`src/diag_defs.svh`:
```
// Register indices, field positions, reset values and bus codes
// Behaviour
// Writing the unlock code to the key register opens the three diagnostic registers.
// Without the unlock code held, diagnostic register writes are dropped silently.
// Test-voltage enable connects analog input six to the internal test voltage.
// Test-voltage enable is ignored while decision-walk enable is set.
// Decision-walk enable, bit zero, puts bit decisions into walk mode.
// Low pattern register forces bit positions seven to zero during sampling.
// High pattern register forces bit positions fifteen to eight during sampling.
// With self-check enable clear, pattern registers keep values but have no effect.
// Enable register bits seven to five and three to one read zero, not writable.
`ifndef DIAG_DEFS_SVH
`define DIAG_DEFS_SVH

`define DIAG_ADDR_W        12
`define DIAG_IDX_W         10
`define IDX_UNLOCK_KEY     10'h0BF
`define IDX_MODE_ENABLES   10'h0C0
`define IDX_PATTERN_LOW    10'h0C1
`define IDX_PATTERN_HIGH   10'h0C2

`define UNLOCK_CODE        8'h96
`define RST_UNLOCK_KEY     8'h00
`define RST_MODE_ENABLES   8'h00
`define RST_PATTERN_LOW    8'h00
`define RST_PATTERN_HIGH   8'h00

`define BIT_DECISION_WALK  0
`define BIT_TEST_VOLTAGE   4
`define MODE_WRITE_MASK    8'h11

`define RESP_OKAY          2'h0
`define RESP_DECERR        2'h3

`endif

```
`src/diag_pkg.sv`:
```
// State types for the diagnostic unlock block
package diag_pkg;

  typedef enum logic {
    WR_IDLE,
    WR_RESP
  } wr_state_t;

  typedef struct packed {
    logic        have_aw;
    logic        have_w;
    logic        awready;
    logic        wready;
    logic [11:0] addr;
    logic [7:0]  data;
    logic        lane0;
  } join_state_t;

  typedef struct packed {
    logic        test_voltage_connect;
    logic        decision_walk_active;
    logic        self_check_enable;
    logic [15:0] force_pattern;
    logic        force_active;
  } effect_state_t;

  typedef struct packed {
    logic [7:0]  unlock_key;
    logic [7:0]  mode_enables;
    logic [7:0]  pattern_low;
    logic [7:0]  pattern_high;
    wr_state_t   wr_state;
    logic [1:0]  bresp;
    logic        arready;
    logic        rvalid;
    logic [31:0] rdata;
    logic [1:0]  rresp;
    logic        unlocked;
  } top_state_t;

endpackage

```
`src/diag_effects.sv`:
```
// Turns the diagnostic registers into registered controls for the converter
`timescale 1ns/1ps
`include "diag_defs.svh"
module diag_effects (
  // Clock and reset
  input  wire logic        aclk,
  input  wire logic        aresetn,
  // Register contents
  input  wire logic [7:0]  mode_enables,
  input  wire logic [7:0]  pattern_low,
  input  wire logic [7:0]  pattern_high,
  // Converter phase
  input  wire logic        sampling_phase,
  // Controls
  output logic             test_voltage_connect,
  output logic             decision_walk_active,
  output logic             self_check_enable,
  output logic [15:0]      force_pattern,
  output logic             force_active
);

  diag_pkg::effect_state_t state_reg;
  diag_pkg::effect_state_t state_next;
  logic                    walk;
  logic                    volt;

  always_comb begin
    walk  = mode_enables[`BIT_DECISION_WALK];
    volt  = mode_enables[`BIT_TEST_VOLTAGE];
    state_next = state_reg;
    state_next.decision_walk_active = walk;
    state_next.test_voltage_connect = volt && !walk;        // see R3
    state_next.self_check_enable    = walk || volt;
    // Pattern reaches the converter only in sampling with self-check on
    state_next.force_active = (walk || volt) && sampling_phase;
    if (state_next.force_active) begin
      state_next.force_pattern = {pattern_high, pattern_low}; // see R6
    end else begin
      state_next.force_pattern = 16'h0000;
    end
  end

  always_ff @(posedge aclk) begin
    if (!aresetn) begin
      state_reg <= '0;
    end else begin
      state_reg <= state_next;
    end
  end

  assign test_voltage_connect = state_reg.test_voltage_connect;
  assign decision_walk_active = state_reg.decision_walk_active;
  assign self_check_enable    = state_reg.self_check_enable;
  assign force_pattern        = state_reg.force_pattern;
  assign force_active         = state_reg.force_active;

endmodule

```
`config.mk`:
```
export PLATFORM = sky130hd
export DESIGN_NAME = diag_effects
export DESIGN_NICKNAME = d
export VERILOG_FILES = /design/src/diag_pkg.sv /design/src/diag_effects.sv
export VERILOG_INCLUDE_DIRS = /design/src /design/src/src
export SDC_FILE = /design/constraint.sdc
export NUM_CORES = 1
export LEC_CHECK = 0
export ABC_AREA = 0
export BUFFER_PORTS_ARGS = -buffer_cell sky130_fd_sc_hd__buf_2
export CAP_MARGIN = 20
export CORE_MARGIN = 8
export CORE_UTILIZATION = 41
export DETAILED_ROUTE_END_ITERATION = 10
export GPL_TIMING_DRIVEN = 0
export PLACE_DENSITY = 0.9
export SKIP_LAST_GASP = 1
export SLEW_MARGIN = 0
export SYNTH_ARGS = -nofsm -noshare
export SYNTH_HDL_FRONTEND = slang
export SYNTH_SLANG_ARGS = --single-unit
```
`constraint.sdc`:
```
create_clock -name aclk -period 1.2 [get_ports aclk]
set_input_delay 0.12 -clock aclk [delete_from_list [all_inputs] [get_ports aclk]]
set_output_delay 0.12 -clock aclk [all_outputs]
set_load 0.01 [all_outputs]
```
* After elaboration in Yosys (flattened, before gate mapping)
Cells that the tools add are included.
** Storage, ports and cells
- Register bits after elaboration :: 20
- Logic and storage cells :: 10
- Output and inout port bits :: 20
- Bits of input ports :: 27
** Operators by class
- Reductions and logical operators :: 5
** Operators with widths (number)
- $logic_and 1x1->1 :: 2
- $reduce_and 2->1 :: 1
- $logic_not 1->1 :: 1
- $logic_or 1x1->1 :: 1

* Depth between registers and ports, before layout
- Depth in word-level cells :: 3
- Gate-level depth with buffers :: 3
- Mapped depth without buffers :: 1

* Least setup slack after synthesis
OpenSTA, ideal clock, no wires.
- Kind :: in2reg
- Start :: input port mode_enables[4]
- End :: register state_reg, in the netlist force_pattern[3]
- Arrival :: 0.579 ns
- Setup slack :: 0.503 ns
- Stages :: 3
- Required time :: 1.082 ns
- Cells stage by stage :: buf_6 buf_8 o2111a_1
** On the way
- Cells in the longest elaborated chain, start to end :: 3
** RTL lines
- from (decl) :: RTL line diag_effects.sv:9 : input wire logic [7:0] mode_enables,
- $logic_or 1x1->1 :: RTL line diag_effects.sv:35 : state_next.force_active = (walk || volt) && sampling_phase;
- $logic_and 1x1->1 :: RTL line diag_effects.sv:35
- $reduce_and 2->1 (no line)
- to (signal assigned) :: RTL line diag_effects.sv:47 : state_reg <= state_next;
- to (decl) :: RTL line diag_effects.sv:22 : diag_pkg::effect_state_t state_reg;
No other way between the ends.
A chain may end at the register's enable or synchronous reset.

* Final worst setup path
- Start :: register state_reg, in the netlist force_pattern[1]
- End :: output port force_pattern[1]
** RTL lines
- to (decl) :: RTL line diag_effects.sv:18 : output logic [15:0] force_pattern,
No word-level cell between the ends.

==> results.py <==
metrics = {
    "floorplanning": {
        "floorplan.core_area_um2": 1520,
        "dieArea_um2": 3220,
        "rows": 14,
        "io_pins": 47,
        "fp.dieH_um": 56.7,
        "start_util_pct": 44.6,
        "fp.dieW_um": 56.7,
    },
    "global_route": {
        "grt_usage_pct": 10.5,
        "use_met1_pct": 9.49,
        "grt_remaining_overflow": 0,
        "use_met2_pct": 18.8,
        "grt-busiest-layer": "met2",
        "antenna_found_initial": 0,
        "grt_pass1_vias": 581,
        "grt_max_degree": 11,
        "gr-usage-met3_pct": 2.92,
        "grt_pass1_wl_mm": 2.68,
    },
    "power": {
        "ir_drop_uv": 690,
        "clkPwrFrac_pct": 26.2,
        "total_power_w": 0.00114,
        "pwr-share-comb_pct": 12.9,
        "power.share.switching_pct": 22.9,
        "net-switching-power_w": 0.000261,
        "p_leak_nw": 0.467,
        "power.density_nw_per_um2": 1260,
        "seq_power_share_pct": 60.9,
        "intPower_w": 0.000879,
    },
    "routing": {
        "drc": 0,
        "num_vias": 558,
        "drt-pass1-iter-count": 4,
        "routedWlPerCell_um": 16.3,
        "viasPerCell": 5.42,
        "postRouteAntennaNets": 0,
        "drt_iter0_drc": 7,
        "wl_mm": 1.68,
    },
    "cts": {
        "postCtsSetupRepairBufs": 0,
        "cts_tree": "done",
        "numClockSinks": 20,
        "clockBufferDepth": 2,
        "postCtsHoldBufs": 0,
        "path_clk_slew_ns": 0.10,
        "cts_made_buffers": 3,
        "h-tree-depth": 1,
        "post_cts_resized": 0,
        "cts_root_buffer": "clkbuf_4",
    },
    "place": {
        "placed_area_um2": 880,
        "port-buffer-count": 36,
        "dp.final_hpwl_mm": 1.30,
        "dpl.cell_count": 100,
        "gp_congestion": 0.684,
    },
    "sta": {
        "rsz0062_at_grt": "no",
        "tns_ns": 0,
        "min_period_ns": 0.854,
        "slew-limit-headroom_pct": 87.9,
        "timing.final.crit_share_pct": 71.2,
        "fmax_ghz": 1.17,
        "hold_viol": 0,
        "report.final.slew_viol_count": 0,
        "setup_viol": 0,
        "worst_pin_slew_ns": 0.182,
    },
    "run_status": {
        "status": "finished, final reports clean",
    },
    "final_layout": {
        "syn_to_final_growth_pct": 32.8,
        "layout.nets": 116,
        "drive_gt1_share_pct": 55.2,
        "fin_cells": 103,
        "final_cell_area_um2": 902,
        "n_antenna_cell": 0,
    },
    "critical_path": {
        "cp-end-kind": "output pin",
        "critPathKind": "flop to output pin",
        "slowest_stage": "dfxtp_1",
        "crit_chain": "buf_2",
        "required_ns": 1.08,
        "arrival_ns": 0.73,
        "path_depth": 1,
        "path_delay_family": "flip-flops",
        "critPathMaxStageDelay_ns": 0.32,
        "startpoint_type": "flop",
        "critPathBufInv": 1,
        "crit_fanout": 1,
    },
    "synth": {
        "yosysWarnings": 0,
        "syn-num-nets": 75,
        "ys_ff_latch": 20,
        "yosys.area.top_type": "dfxtp_1",
        "syn_area_per_cell_um2": 14.2,
        "synthDominantCellAreaShare_pct": 58.9,
        "syn-cell-area_um2": 679,
        "syn_inst": 48,
        "ys_seq_area_share_pct": 58.9,
        "synth.distinct_cells": 10,
        "synth_area_leaders": "dfxtp_1 (59%), o2111a_1 (27%), buf_6 (3.3%)",
    },
    "worst_hold_path": {
        "min_to": "force_pattern[0]$_SDFF_PN0_",
        "hp-start": "pattern_low[0]",
        "worstHoldPathCells": 2,
        "hold_class": "input pin to flop",
    },
    "flow_run": {
        "cap_violations": 0,
    },
}
final cells by class:
class                   instances  area (um2)
fillers                       131         622
multi-input cells              20         214
repair buffers                 36         180
flip-flops and latches         20         400
clock buffers                   3        22.5
well taps                      16        20.0
plain buffers                   8        65.1
power by group through the flow:
| stage | Combinational (W) | Sequential, W | Clock (W) |
|---|---|---|---|
| 4_1_cts | 0.000149 | 0.000695 | 0.000309 |
| 6_report | 0.000147 | 0.000695 | 0.000299 |
| 2_1_floorplan | 0.0000665 | 0.000727 | 0 |
| 5_1_grt | 0.000160 | 0.000698 | 0.000343 |
| 3_3_place_gp | 0.000144 | 0.000710 | 0 |
| 3_5_place_dp | 0.000148 | 0.000711 | 0 |
sequential cells by signal, summed over array words and instances (netlist names):
name,count
decision_walk_active,1
force_active,1
force_pattern,16
self_check_enable,1
test_voltage_connect,1
stage by stage:
stage	util [%]	setup slack (ns)	hold slack [ns]
2_1_floorplan	-	0.503	0.260
3_3_place_gp	57.7	0.474	0.365
3_5_place_dp	57.7	0.458	0.369
4_1_cts	59.2	0.331	0.0482
5_1_grt	59.2	0.290	0.0315
6_report	59.2	0.346	0.0582
cell usage after synthesis:
cell	number
dfxtp_1	20
buf_4	1
buf_8	1
o21a_1	1
buf_2	4
buf_6	2
and3b_2	1
and2_1	1
o211a_1	1
o2111a_1	16
cells in the final DEF, fill, tap and decap left out:
| master | n |
|---|---|
| and2_1 | 1 |
| and3b_2 | 1 |
| buf_2 | 40 |
| buf_4 | 1 |
| buf_6 | 2 |
| buf_8 | 1 |
| clkbuf_4 | 3 |
| dfxtp_1 | 20 |
| o2111a_1 | 16 |
| o211a_1 | 1 |
| o21a_1 | 1 |
metal layers:
metal  share of wire [%]  vias up
met1                  35      264
met3                 4.5        6
li1                    -      273
met5                   0        -
met2                  56       15
met4                 4.3        0
worst max path at each step:
| stage | startpoint | end | slack, ns |
|---|---|---|---|
| after global placement | mode_enables[4] | force_pattern[7]$_SDFF_PN0_ | 0.47 |
| final | force_pattern[1]$_SDFF_PN0_ | force_pattern[1] | 0.35 |
| after global routing | force_pattern[13]$_SDFF_PN0_ | force_pattern[13] | 0.29 |
| after CTS | force_pattern[13]$_SDFF_PN0_ | force_pattern[13] | 0.33 |
| after floorplan | mode_enables[4] | force_pattern[3]$_SDFF_PN0_ | 0.50 |
| after detailed placement | mode_enables[4] | force_pattern[3]$_SDFF_PN0_ | 0.46 |
cells by family (layout without fill, tap and decap cells):
| family | count (synthesis) | after routing | synth area share [%] |
|---|---|---|---|
| AOI/OAI and AO/OA | 18 | 18 | 29.1 |
| buffers and inverters | 8 | 47 | 9.58 |
| DFF | 20 | 20 | 58.9 |
| and+or+nand+nor | 2 | 2 | 2.39 |
(Power assumes the default switching activity.)
